**config.mk**
```make
export PLATFORM = sky130hd
export DESIGN_NAME = tcp_request_client_framer
export DESIGN_NICKNAME = d
export VERILOG_FILES = /design/src/client_framer_pkg.sv /design/src/tcp_request_client_framer.sv /design/src/tick_divider.sv
export SDC_FILE = /design/constraint.sdc
export NUM_CORES = 2
export LEC_CHECK = 0
export BUFFER_PORTS_ARGS = -buffer_cell sky130_fd_sc_hd__buf_2
export CAP_MARGIN = 10
export CORE_ASPECT_RATIO = 1.2
export CORE_UTILIZATION = 41
export CTS_CLUSTER_DIAMETER = 100
export CTS_CLUSTER_SIZE = 30
export DETAILED_ROUTE_END_ITERATION = 10
export SETUP_SLACK_MARGIN = 0.05
export SLEW_MARGIN = 20
export SYNTH_ARGS = -nofsm -noshare
export SYNTH_HDL_FRONTEND = slang
export SYNTH_SLANG_ARGS = --single-unit
```
**constraint.sdc**
```tcl
create_clock -name clk_sys -period 39.8 [get_ports clk_sys]
set_input_delay 7.96 -clock clk_sys [delete_from_list [all_inputs] [get_ports clk_sys]]
set_output_delay 7.96 -clock clk_sys [all_outputs]
set_load 0.03 [all_outputs]
```
**src/client_framer_pkg.sv**
```systemverilog
// Shared constants and types for the request client framer
package client_framer_pkg;
	// Clock and timing
	localparam int CLK_PERIOD_NS = 8;
	localparam int TICK_NS = 1000000;
	localparam int TICK_CYCLES = TICK_NS / CLK_PERIOD_NS;
	localparam logic [15:0] RESP_TIMEOUT_MS = 16'h03E8;
	// Transaction table
	localparam int MAX_TRANS = 16;
	localparam int SLOT_W = 4;
	localparam int SEQ_W = 12;
	// Header layout and field values
	localparam logic [15:0] PROTO_ID = 16'h0000;
	localparam logic [7:0] UNIT_NONSIG = 8'hFF;
	localparam logic [7:0] EXC_OFFSET = 8'h80;
	localparam logic [15:0] LEN_FIXED = 16'h0002;
	localparam logic [2:0] HDR_TID_HI = 3'h0;
	localparam logic [2:0] HDR_TID_LO = 3'h1;
	localparam logic [2:0] HDR_PID_HI = 3'h2;
	localparam logic [2:0] HDR_PID_LO = 3'h3;
	localparam logic [2:0] HDR_LEN_HI = 3'h4;
	localparam logic [2:0] HDR_LEN_LO = 3'h5;
	localparam logic [2:0] HDR_UNIT = 3'h6;
	localparam logic [2:0] HDR_FUNC = 3'h7;
	localparam logic [15:0] RX_TID_LO = 16'h0001;
	localparam logic [15:0] RX_FUNC = 16'h0007;
	localparam logic [15:0] RX_LEN_SKEW = 16'h0005;
	// Confirmation causes
	localparam logic [1:0] CAUSE_RESP = 2'h0;
	localparam logic [1:0] CAUSE_TIMEOUT = 2'h1;
	localparam logic [1:0] CAUSE_SENDERR = 2'h2;
	localparam logic [1:0] CAUSE_FORMAT = 2'h3;

	typedef enum logic [1:0] {
		TX_IDLE = 2'b00,
		TX_HDR = 2'b01,
		TX_PDU = 2'b10
	} txState_t;
endpackage

```
**src/tcp_request_client_framer.sv**
```systemverilog
// Client transaction engine: builds request frames, matches responses, handles timeouts
// Behaviour
// RULE1: react to demand, response and timeout events
// RULE2: allocate a context per user demand
// RULE3: prefix header before function code and data
// RULE4: header order tid, protocol, length, unit
// RULE5: pass destination IP with each frame
// RULE6: no two pending transactions share identifier
// RULE7: identifier from counter or table index
// RULE8: up to sixteen outstanding, build parameter
// RULE9: gateway routes by unit identifier
// RULE10: direct server gets unit 0xFF
// RULE11: direct server also accepts unit zero
// RULE12: drop responses matching no pending transaction
// RULE13: matched response yields positive or negative confirmation
// RULE14: check protocol zero, length sizes response
// RULE15: unit 0xFF ignored, else remote reported
// RULE16: same function code gives positive confirmation
// RULE17: code plus 80h is positive exception
// RULE18: other code or bad format negative
// RULE19: on timeout resend or negatively confirm
// RULE20: TCP side may report send error
// RULE21: function code plus data at most 256
// RULE22: fields MSB first, length counts unit onward
// RULE23: free context after any confirmation
`timescale 1ns/100ps
module tcp_request_client_framer #(
	parameter int MAX_CLIENT_TRANSACTIONS = client_framer_pkg::MAX_TRANS,
	parameter int TICK_CYCLES = client_framer_pkg::TICK_CYCLES,
	parameter logic [15:0] RESP_TIMEOUT_MS = client_framer_pkg::RESP_TIMEOUT_MS
) (
	// Clock and reset
	input wire logic clk_sys,
	input wire logic rst_n,
	// User demand
	input wire logic demValid,
	output logic demReady,
	input wire logic [31:0] demIp,
	input wire logic demDirect,
	input wire logic [7:0] demUnit,
	input wire logic [7:0] demFunc,
	input wire logic [7:0] demLen,
	// User request data after the function code
	input wire logic pduValid,
	input wire logic [7:0] pduData,
	output logic pduReady,
	// Frame toward TCP management
	output logic txValid,
	output logic [7:0] txData,
	output logic txLast,
	output logic [31:0] txIp,
	output logic [15:0] txTid,
	input wire logic txReady,
	// Send error from TCP management
	input wire logic sendErr,
	input wire logic [15:0] sendErrTid,
	// Frame from TCP management
	input wire logic rxValid,
	input wire logic [7:0] rxData,
	input wire logic rxLast,
	output logic rxReady,
	// Confirmation toward user
	output logic cnfValid,
	output logic cnfPositive,
	output logic cnfException,
	output logic [1:0] cnfCause,
	output logic [15:0] cnfTid,
	output logic [7:0] cnfFunc,
	output logic [7:0] cnfUnit,
	output logic cnfRemoteUnit,
	output logic cnfDataValid,
	output logic [7:0] cnfData
);
	localparam int SW = client_framer_pkg::SLOT_W;
	localparam int NT = MAX_CLIENT_TRANSACTIONS;

	logic [1:0] rstPipe_r;
	logic rstSys_n;
	logic tick;

	always_ff @(posedge clk_sys or negedge rst_n) begin
		if (!rst_n) begin
			rstPipe_r <= 2'b00;
		end else begin
			rstPipe_r <= {rstPipe_r[0], 1'b1};
		end
	end
	assign rstSys_n = rstPipe_r[1];

	tick_divider #(.CYCLES(TICK_CYCLES)) msTick (
		.clk_sys(clk_sys),
		.rstSys_n(rstSys_n),
		.tick(tick)
	);

	// Transaction table
	logic [NT-1:0] busy_r, busy_nxt, expired_r, expired_nxt, failed_r, failed_nxt;
	logic [15:0] tidTab_r [NT], tidTab_nxt [NT], age_r [NT], age_nxt [NT];
	logic [7:0] funcTab_r [NT], funcTab_nxt [NT];
	logic anyFree, lookupHit, errHit;
	logic [SW-1:0] freeSlot, lookupSlot, errSlot, cnfSlot_r, cnfSlot_nxt;

	// Transmit state
	client_framer_pkg::txState_t txState_r, txState_nxt;
	logic [2:0] txIdx_r, txIdx_nxt;
	logic [7:0] txUnit_r, txUnit_nxt, txFunc_r, txFunc_nxt, txLen_r, txLen_nxt;
	logic [7:0] txData_r, txData_nxt, hdrByte;
	logic [15:0] txTid_r, txTid_nxt, lenField;
	logic [31:0] txIp_r, txIp_nxt;
	localparam int SEQ_WL = client_framer_pkg::SEQ_W;
	logic [SEQ_WL-1:0] seq_r, seq_nxt;
	logic txValid_r, txValid_nxt, txLast_r, txLast_nxt, loadOk, accept;

	// Receive state
	logic [15:0] rxCnt_r, rxCnt_nxt, rxPid_r, rxPid_nxt, rxLen_r, rxLen_nxt;
	logic [7:0] rxTidHi_r, rxTidHi_nxt, rxUnit_r, rxUnit_nxt, rxFunc_r, rxFunc_nxt, funcNow;
	logic [SW-1:0] rxSlot_r, rxSlot_nxt, finSlot;
	logic rxHit_r, rxHit_nxt, hitNow, rxFinish, rxPos, rxExc, fmtOk;
	logic cnfDataValid_r, cnfDataValid_nxt;
	logic [7:0] cnfData_r, cnfData_nxt;

	// Confirmation registers
	logic cnfValid_r, cnfValid_nxt, cnfPos_r, cnfPos_nxt, cnfExc_r, cnfExc_nxt, cnfRemote_r, cnfRemote_nxt;
	logic [1:0] cnfCause_r, cnfCause_nxt;
	logic [15:0] cnfTid_r, cnfTid_nxt;
	logic [7:0] cnfFunc_r, cnfFunc_nxt, cnfUnit_r, cnfUnit_nxt;

	// Lowest free slot and table lookups
	always_comb begin
		anyFree = 1'b0;
		freeSlot = '0;
		lookupHit = 1'b0;
		lookupSlot = '0;
		errHit = 1'b0;
		errSlot = '0;
		for (int i = NT - 1; i >= 0; i--) begin
			if (!busy_r[i]) begin // see RULE8
				anyFree = 1'b1;
				freeSlot = SW'(i);
			end
			if (busy_r[i] && tidTab_r[i] == {rxTidHi_r, rxData}) begin // see RULE12
				lookupHit = 1'b1;
				lookupSlot = SW'(i);
			end
			if (busy_r[i] && tidTab_r[i] == sendErrTid) begin // see RULE20
				errHit = 1'b1;
				errSlot = SW'(i);
			end
		end
	end

	// Transmit path
	assign loadOk = !txValid_r || txReady;
	assign demReady = (txState_r == client_framer_pkg::TX_IDLE) && anyFree && !txValid_r;
	assign pduReady = (txState_r == client_framer_pkg::TX_PDU) && loadOk;
	assign accept = demValid && demReady;
	assign lenField = client_framer_pkg::LEN_FIXED + 16'(txLen_r); // see RULE22

	always_comb begin
		unique case (txIdx_r) // see RULE4
			client_framer_pkg::HDR_TID_HI: hdrByte = txTid_r[15:8];
			client_framer_pkg::HDR_TID_LO: hdrByte = txTid_r[7:0];
			client_framer_pkg::HDR_PID_HI: hdrByte = client_framer_pkg::PROTO_ID[15:8];
			client_framer_pkg::HDR_PID_LO: hdrByte = client_framer_pkg::PROTO_ID[7:0];
			client_framer_pkg::HDR_LEN_HI: hdrByte = lenField[15:8];
			client_framer_pkg::HDR_LEN_LO: hdrByte = lenField[7:0];
			client_framer_pkg::HDR_UNIT: hdrByte = txUnit_r;
			client_framer_pkg::HDR_FUNC: hdrByte = txFunc_r;
		endcase
	end

	always_comb begin
		txState_nxt = txState_r;
		txIdx_nxt = txIdx_r;
		txUnit_nxt = txUnit_r;
		txFunc_nxt = txFunc_r;
		txLen_nxt = txLen_r;
		txTid_nxt = txTid_r;
		txIp_nxt = txIp_r;
		seq_nxt = seq_r;
		txData_nxt = txData_r;
		txLast_nxt = txLast_r;
		txValid_nxt = txValid_r && !txReady;
		unique case (txState_r)
			client_framer_pkg::TX_IDLE: begin
				if (accept) begin
					txState_nxt = client_framer_pkg::TX_HDR;
					txIdx_nxt = client_framer_pkg::HDR_TID_HI;
					txIp_nxt = demIp; // see RULE5
					txTid_nxt = {seq_r, freeSlot}; // see RULE7
					seq_nxt = seq_r + 1'b1;
					txUnit_nxt = demDirect ? client_framer_pkg::UNIT_NONSIG : demUnit; // see RULE10
					txFunc_nxt = demFunc;
					txLen_nxt = demLen; // see RULE21
				end
			end
			client_framer_pkg::TX_HDR: begin
				if (loadOk) begin // see RULE3
					txValid_nxt = 1'b1;
					txData_nxt = hdrByte;
					txIdx_nxt = txIdx_r + 1'b1;
					txLast_nxt = (txIdx_r == client_framer_pkg::HDR_FUNC) && (txLen_r == 8'h00);
					if (txIdx_r == client_framer_pkg::HDR_FUNC) begin
						txState_nxt = (txLen_r == 8'h00) ? client_framer_pkg::TX_IDLE : client_framer_pkg::TX_PDU;
					end
				end
			end
			client_framer_pkg::TX_PDU: begin
				if (pduValid && pduReady) begin
					txValid_nxt = 1'b1;
					txData_nxt = pduData;
					txLast_nxt = (txLen_r == 8'h01);
					txLen_nxt = txLen_r - 1'b1;
					if (txLen_r == 8'h01) begin
						txState_nxt = client_framer_pkg::TX_IDLE;
					end
				end
			end
			default: txState_nxt = client_framer_pkg::TX_IDLE;
		endcase
	end

	always_ff @(posedge clk_sys or negedge rstSys_n) begin
		if (!rstSys_n) begin
			txState_r <= client_framer_pkg::TX_IDLE;
			txIdx_r <= 3'h0;
			txUnit_r <= 8'h00;
			txFunc_r <= 8'h00;
			txLen_r <= 8'h00;
			txTid_r <= 16'h0000;
			txIp_r <= 32'h0000_0000;
			seq_r <= '0;
			txData_r <= 8'h00;
			txLast_r <= 1'b0;
			txValid_r <= 1'b0;
		end else begin
			txState_r <= txState_nxt;
			txIdx_r <= txIdx_nxt;
			txUnit_r <= txUnit_nxt;
			txFunc_r <= txFunc_nxt;
			txLen_r <= txLen_nxt;
			txTid_r <= txTid_nxt;
			txIp_r <= txIp_nxt;
			seq_r <= seq_nxt;
			txData_r <= txData_nxt;
			txLast_r <= txLast_nxt;
			txValid_r <= txValid_nxt;
		end
	end

	// Receive parser; never back-pressures TCP management
	assign rxReady = 1'b1;
	assign hitNow = (rxCnt_r == client_framer_pkg::RX_TID_LO) ? lookupHit : rxHit_r;
	assign finSlot = (rxCnt_r == client_framer_pkg::RX_TID_LO) ? lookupSlot : rxSlot_r;
	assign funcNow = (rxCnt_r == client_framer_pkg::RX_FUNC) ? rxData : rxFunc_r;
	assign fmtOk = (rxPid_r == client_framer_pkg::PROTO_ID) && (rxCnt_r >= client_framer_pkg::RX_FUNC)
		&& (rxLen_r == rxCnt_r - client_framer_pkg::RX_LEN_SKEW); // see RULE14

	always_comb begin
		rxCnt_nxt = rxCnt_r;
		rxTidHi_nxt = rxTidHi_r;
		rxPid_nxt = rxPid_r;
		rxLen_nxt = rxLen_r;
		rxUnit_nxt = rxUnit_r;
		rxFunc_nxt = rxFunc_r;
		rxHit_nxt = rxHit_r;
		rxSlot_nxt = rxSlot_r;
		cnfDataValid_nxt = 1'b0;
		cnfData_nxt = cnfData_r;
		rxFinish = 1'b0;
		rxPos = 1'b0;
		rxExc = 1'b0;
		if (rxValid) begin
			rxCnt_nxt = (rxCnt_r == 16'hFFFF) ? rxCnt_r : rxCnt_r + 16'h0001;
			unique case (rxCnt_r)
				16'h0000: rxTidHi_nxt = rxData;
				16'h0001: begin
					rxHit_nxt = lookupHit;
					rxSlot_nxt = lookupSlot;
				end
				16'h0002: rxPid_nxt = {rxData, rxPid_r[7:0]};
				16'h0003: rxPid_nxt = {rxPid_r[15:8], rxData};
				16'h0004: rxLen_nxt = {rxData, rxLen_r[7:0]};
				16'h0005: rxLen_nxt = {rxLen_r[15:8], rxData};
				16'h0006: rxUnit_nxt = rxData;
				16'h0007: rxFunc_nxt = rxData;
				default: begin
					cnfDataValid_nxt = rxHit_r;
					cnfData_nxt = rxData;
				end
			endcase
			if (rxLast) begin
				rxCnt_nxt = 16'h0000;
				rxHit_nxt = 1'b0;
				rxFinish = hitNow && busy_r[finSlot]; // see RULE12
				rxPos = fmtOk && (funcNow == funcTab_r[finSlot]); // see RULE16
				rxExc = fmtOk && (funcNow == funcTab_r[finSlot] + client_framer_pkg::EXC_OFFSET); // see RULE17
			end
		end
	end

	always_ff @(posedge clk_sys or negedge rstSys_n) begin
		if (!rstSys_n) begin
			rxCnt_r <= 16'h0000;
			rxTidHi_r <= 8'h00;
			rxPid_r <= 16'h0000;
			rxLen_r <= 16'h0000;
			rxUnit_r <= 8'h00;
			rxFunc_r <= 8'h00;
			rxHit_r <= 1'b0;
			rxSlot_r <= '0;
			cnfDataValid_r <= 1'b0;
			cnfData_r <= 8'h00;
		end else begin
			rxCnt_r <= rxCnt_nxt;
			rxTidHi_r <= rxTidHi_nxt;
			rxPid_r <= rxPid_nxt;
			rxLen_r <= rxLen_nxt;
			rxUnit_r <= rxUnit_nxt;
			rxFunc_r <= rxFunc_nxt;
			rxHit_r <= rxHit_nxt;
			rxSlot_r <= rxSlot_nxt;
			cnfDataValid_r <= cnfDataValid_nxt;
			cnfData_r <= cnfData_nxt;
		end
	end

	// Table upkeep and confirmations; response wins, timeouts and send errors wait a cycle
	always_comb begin
		logic pick;
		pick = 1'b0;
		busy_nxt = busy_r;
		expired_nxt = expired_r;
		failed_nxt = failed_r;
		tidTab_nxt = tidTab_r;
		funcTab_nxt = funcTab_r;
		age_nxt = age_r;
		cnfValid_nxt = 1'b0;
		cnfPos_nxt = cnfPos_r;
		cnfExc_nxt = cnfExc_r;
		cnfCause_nxt = cnfCause_r;
		cnfTid_nxt = cnfTid_r;
		cnfFunc_nxt = cnfFunc_r;
		cnfUnit_nxt = cnfUnit_r;
		cnfRemote_nxt = cnfRemote_r;
		cnfSlot_nxt = cnfSlot_r;
		for (int i = 0; i < NT; i++) begin
			if (busy_r[i] && tick && age_r[i] != RESP_TIMEOUT_MS) begin
				age_nxt[i] = age_r[i] + 16'h0001;
			end
			if (busy_r[i] && age_r[i] == RESP_TIMEOUT_MS) begin
				expired_nxt[i] = 1'b1; // see RULE1
			end
		end
		if (sendErr && errHit) begin
			failed_nxt[errSlot] = 1'b1; // see RULE20
		end
		if (rxFinish) begin // see RULE13
			cnfValid_nxt = 1'b1;
			cnfSlot_nxt = finSlot;
			cnfPos_nxt = rxPos || rxExc;
			cnfExc_nxt = rxExc;
			cnfCause_nxt = (rxPos || rxExc) ? client_framer_pkg::CAUSE_RESP : client_framer_pkg::CAUSE_FORMAT; // see RULE18
			cnfTid_nxt = tidTab_r[finSlot];
			cnfFunc_nxt = funcNow;
			cnfUnit_nxt = rxUnit_r;
			cnfRemote_nxt = (rxUnit_r != client_framer_pkg::UNIT_NONSIG); // see RULE15
			busy_nxt[finSlot] = 1'b0; // see RULE23
		end else begin
			for (int i = 0; i < NT; i++) begin
				if (!pick && busy_r[i] && (expired_r[i] || failed_r[i])) begin // see RULE19
					pick = 1'b1;
					cnfValid_nxt = 1'b1;
					cnfSlot_nxt = SW'(i);
					cnfPos_nxt = 1'b0;
					cnfExc_nxt = 1'b0;
					cnfCause_nxt = failed_r[i] ? client_framer_pkg::CAUSE_SENDERR : client_framer_pkg::CAUSE_TIMEOUT;
					cnfTid_nxt = tidTab_r[i];
					cnfFunc_nxt = funcTab_r[i];
					cnfUnit_nxt = client_framer_pkg::UNIT_NONSIG;
					cnfRemote_nxt = 1'b0;
					busy_nxt[i] = 1'b0; // see RULE23
				end
			end
		end
		if (accept) begin // see RULE2
			busy_nxt[freeSlot] = 1'b1; // see RULE6
			tidTab_nxt[freeSlot] = {seq_r, freeSlot};
			funcTab_nxt[freeSlot] = demFunc;
			age_nxt[freeSlot] = 16'h0000;
			expired_nxt[freeSlot] = 1'b0;
			failed_nxt[freeSlot] = 1'b0;
		end
	end

	always_ff @(posedge clk_sys or negedge rstSys_n) begin
		if (!rstSys_n) begin
			busy_r <= '0;
			expired_r <= '0;
			failed_r <= '0;
			for (int i = 0; i < NT; i++) begin
				tidTab_r[i] <= 16'h0000;
				funcTab_r[i] <= 8'h00;
				age_r[i] <= 16'h0000;
			end
			cnfValid_r <= 1'b0;
			cnfPos_r <= 1'b0;
			cnfExc_r <= 1'b0;
			cnfCause_r <= 2'h0;
			cnfTid_r <= 16'h0000;
			cnfFunc_r <= 8'h00;
			cnfUnit_r <= 8'h00;
			cnfRemote_r <= 1'b0;
			cnfSlot_r <= '0;
		end else begin
			busy_r <= busy_nxt;
			expired_r <= expired_nxt;
			failed_r <= failed_nxt;
			tidTab_r <= tidTab_nxt;
			funcTab_r <= funcTab_nxt;
			age_r <= age_nxt;
			cnfValid_r <= cnfValid_nxt;
			cnfPos_r <= cnfPos_nxt;
			cnfExc_r <= cnfExc_nxt;
			cnfCause_r <= cnfCause_nxt;
			cnfTid_r <= cnfTid_nxt;
			cnfFunc_r <= cnfFunc_nxt;
			cnfUnit_r <= cnfUnit_nxt;
			cnfRemote_r <= cnfRemote_nxt;
			cnfSlot_r <= cnfSlot_nxt;
		end
	end

	assign txValid = txValid_r;
	assign txData = txData_r;
	assign txLast = txLast_r;
	assign txIp = txIp_r;
	assign txTid = txTid_r;
	assign cnfValid = cnfValid_r;
	assign cnfPositive = cnfPos_r;
	assign cnfException = cnfExc_r;
	assign cnfCause = cnfCause_r;
	assign cnfTid = cnfTid_r;
	assign cnfFunc = cnfFunc_r;
	assign cnfUnit = cnfUnit_r;
	assign cnfRemoteUnit = cnfRemote_r;
	assign cnfDataValid = cnfDataValid_r;
	assign cnfData = cnfData_r;
endmodule

```
**src/tick_divider.sv**
```systemverilog
// Divider that yields a one-cycle enable every CYCLES clocks
`timescale 1ns/100ps
module tick_divider #(
	parameter int CYCLES = 125000
) (
	// Clock and reset
	input wire logic clk_sys,
	input wire logic rstSys_n,
	// Enable out
	output logic tick
);
	logic [31:0] cnt_r;
	logic [31:0] cnt_nxt;

	always_comb begin
		tick = (cnt_r == 32'(CYCLES - 1));
		cnt_nxt = tick ? 32'h0000_0000 : cnt_r + 32'h0000_0001;
	end

	always_ff @(posedge clk_sys or negedge rstSys_n) begin
		if (!rstSys_n) begin
			cnt_r <= 32'h0000_0000;
		end else begin
			cnt_r <= cnt_nxt;
		end
	end
endmodule
```
==> impl_metrics.toml <==
[power_and_ir_drop]
p_seq_share_pct = 44.6
p_per_area_mw_per_mm2 = 46.0
clkPwrFrac_pct = 20.1
p_total_mw = 2.75
combPwrFrac_pct = 35.2
swShare_pct = 40.5
ir_drop_v = 0.0000370
p_switching_mw = 1.11
internal_power_mw = 1.63
p_leak_nw = 25.5

[die]
fp.dieW_um = 339
dieArea_mm2 = 0.138
coreArea_mm2 = 0.134
chipHeight_um = 406
ioPinCount = 205
fp-row-count = 147
start_util_pct = 41.5

[cts]
clk-insertion-delay-late_ps = 700
cts_setup_buffers = 0
cts_tree = "built"
path_clk_slew_ps = 110
htreeDepth = 2
clockBufferDepth = 3
cts_hold_buf = 0
cts_root_buffer = "clkbuf_16"
cts_resized = 0
cts_buffers = 41
numClockSinks = 945

[synthesis]
ys_ff_latch = 945
synth_area_per_cell_um2 = 9.11
yosysTopAreaCell = "dfrtp_1"
yosys_warnings = 0
synthArstFlopShare_pct = 100
synthCells = 6127
ys_top_cells_by_area = "dfrtp_1 (42%), mux2_2 (7.5%), xnor2_1 (7.2%), xor2_1 (5.9%), nand2_1 (5.2%)"
synth_top_area_share_pct = 42.4
ys_types = 100
synthesis.area_mm2 = 0.0558
synth_seq_area_share_pct = 42.4
synth_edf_count = 0
synthFlopType = "dfrtp_1"

[setup_path]
rrSetupSlack_ps = 33510
reg2reg_depth = 14
rr_startpoint = "rxCnt_r[7]$_DFFE_PN0P_"
crit_path_start = "txReady"
r2r-end = "cnfException$_DFFE_PN0P_"
worstPathMaxFanout = 6
critPathArrivalTime_ps = 8710
path_class = "input port to output port"
end_kind = "output port"
setup.worst_path.end = "pduReady"
cp-start-kind = "input port"
critPathRequiredTime_ps = 31840

[grt]
grt_util_all_layers_pct = 27.4
grt_max_degree = 146
grt_pass1_wl_mm = 289
overflow = 0
grt_pass1_vias = 45000
antenna_found_initial = 10

[drt]
drc_errors = 0
wl_per_cell_um = 24.3
via_count = 46400
drtIter0Drc = 4411
ant_nets = 0
dr.pass1.iters = 6
finalWirelength_mm = 192
vias_per_cell = 5.89

[timing]
rsz0062_at_grt = "no"
final_hold_viol_count = 0
fin_ws_ps = 23130
relSlewSlack_pct = 14.3
worst_pin_slew_ps = 1280
finalCritPeriodShare_pct = 41.9
clock.fmax_mhz = 60.0
fin_crit_ps = 16670
skew_ps = 51.0
setup_violations = 0
fin_setup_tns_ps = 0
slew_violations = 0
holdWs_ps = 240

[cells_and_area]
syn_to_final_growth_pct = 7.00
final_nets = 6220
nFillCells = 13100
drive_above_1_share_pct = 13.8

[placed_design]
io_buffers = 203
place_ws_ps = 23180
place_hpwl_mm = 135
gp_congestion = 0.984

[worst_hold_path]
hold_path_class = "flop to asynchronous set/reset pin"

[outcome]
status = "completed"

[run]
cap_violations = 0
[synth_stat cells, types with 21 or more instances]
master	instances
a211oi_1	96
a21oi_1	189
a31oi_1	40
and2_1	29
and3_1	94
and4_1	25
buf_1	36
buf_2	47
clkbuf_1	299
dfrtp_1	945
ha_1	53
inv_1	114
mux2_2	371
mux2i_1	56
nand2_1	779
nand3_1	310
nand4_1	192
nor2_1	705
nor2b_1	46
nor3_1	103
nor4_1	81
nor4b_1	24
o211ai_1	56
o21ai_0	187
o22a_1	21
o22ai_1	26
o311a_1	25
or2_2	40
xnor2_1	459
xor2_1	374
[cell usage in the layout, fill, tap and decap left out, types with 17 or more instances in the layout]
cell type	instances
mux2i_1	56
nand2_1	778
o211ai_1	56
a21oi_1	189
o21ai_0	187
nor3_1	99
nand2b_1	20
buf_4	99
xnor2_1	459
mux2_2	371
and3_1	94
nand3_1	310
buf_2	203
nor2b_1	46
o31ai_1	20
inv_1	114
ha_1	53
and4_1	25
nor2_4	17
a211oi_1	96
or2_2	40
nand4_1	192
o22a_1	21
nor4_1	79
nor4b_1	23
xor2_1	374
or4_1	19
nor2_1	686
o311a_1	25
or3_1	18
and2_1	28
dfrtp_1	944
clkbuf_16	43
a31oi_1	39
o22ai_1	26
[worst min-delay path by stage]
stage	start	to	slack (ps)	cells after the start
floorplan	rstPipe_r[0]$_DFF_PN0_	rstPipe_r[1]$_DFF_PN0_	330	0
global placement	rstPipe_r[1]$_DFF_PN0_	age_r[203]$_DFF_PN0_	250	0
detailed placement	rstPipe_r[1]$_DFF_PN0_	age_r[43]$_DFF_PN0_	250	0
CTS	rstPipe_r[1]$_DFF_PN0_	age_r[197]$_DFF_PN0_	260	0
global route	rstPipe_r[1]$_DFF_PN0_	age_r[194]$_DFF_PN0_	280	0
finish	rstPipe_r[1]$_DFF_PN0_	age_r[43]$_DFF_PN0_	240	0
[critical path: stages]
cell,delay (ps)
buf_2,100
nor2b_1,380
nor2_1,70
buf_2,190
[flip-flops by register name, indices dropped and copies added (netlist names), 12 cells and up]
name / cells
funcTab_r: 128
cnfTid: 16
expired_r: 16
txTid: 16
age_r: 256
rxPid_r: 16
rxCnt_r: 16
txIp: 32
seq_r: 12
tidTab_r: 256
msTick.cnt_r: 32
failed_r: 16
rxLen_r: 16
busy_r: 16
[routing by layer]
| metal | wire (um) | part of all wire, % | vias to the layer above | GRT usage, % |
|---|---|---|---|---|
| met4 | 10000 | 5.2 | 4 | 12.9 |
| met1 | 78700 | 41 | 22900 | 35.6 |
| met2 | 88800 | 46 | 2013 | 44.9 |
| met5 | 23 | 0.012 | - | 0 |
| li1 | - | - | 21000 | - |
| met3 | 14100 | 7.4 | 466 | 4.27 |
[per-stage QoR]
step                      util (%)  instances  instance area [um2]
after global routing          44.4       7878                59700
after floorplan                  -       6128                55800
after CTS                     44.4       7874                59700
after global placement        43.4       7814                58400
final                         44.4       7879                59700
after detailed placement      43.4       7814                58400
[power groups by stage]
stage | clock (mW) | combinational, mW | sequential, mW
floorplan | 0 | 0.592 | 1.28
global placement | 0 | 0.942 | 1.24
detailed placement | 0 | 0.953 | 1.24
CTS | 0.569 | 0.956 | 1.22
global route | 0.595 | 1.05 | 1.24
finish | 0.553 | 0.968 | 1.23
[cell families (layout without fill, tap and decap cells)]
kind of cell,count (synthesis),after routing,share of synthesized area (%)
and+or+nand+nor,2542,2542,21.5
DFF,945,945,42.4
xor gates and xnor gates,833,833,13.1
AOI/OAI and AO/OA,805,805,9.57
buffers and inverters,521,480,3.80
other,1,6,0.00672
muxes,427,427,8.49
adders and majority gates,53,53,1.19
[area by class of cell]
class | count | area [um2] | share of cell area, %
inverter | 115 | 432 | 0.723
clock inverter | 13 | 199 | 0.333
sequential | 945 | 23700 | 39.6
timing repair buffer | 305 | 1820 | 3.05
multi-input combinational | 4662 | 30300 | 50.7
clock buffer | 47 | 1110 | 1.86
tap | 1788 | 2240 | 3.74
antenna | 4 | 10.0 | 0.0168
Note: power is estimated with default switching activity, not from simulation.
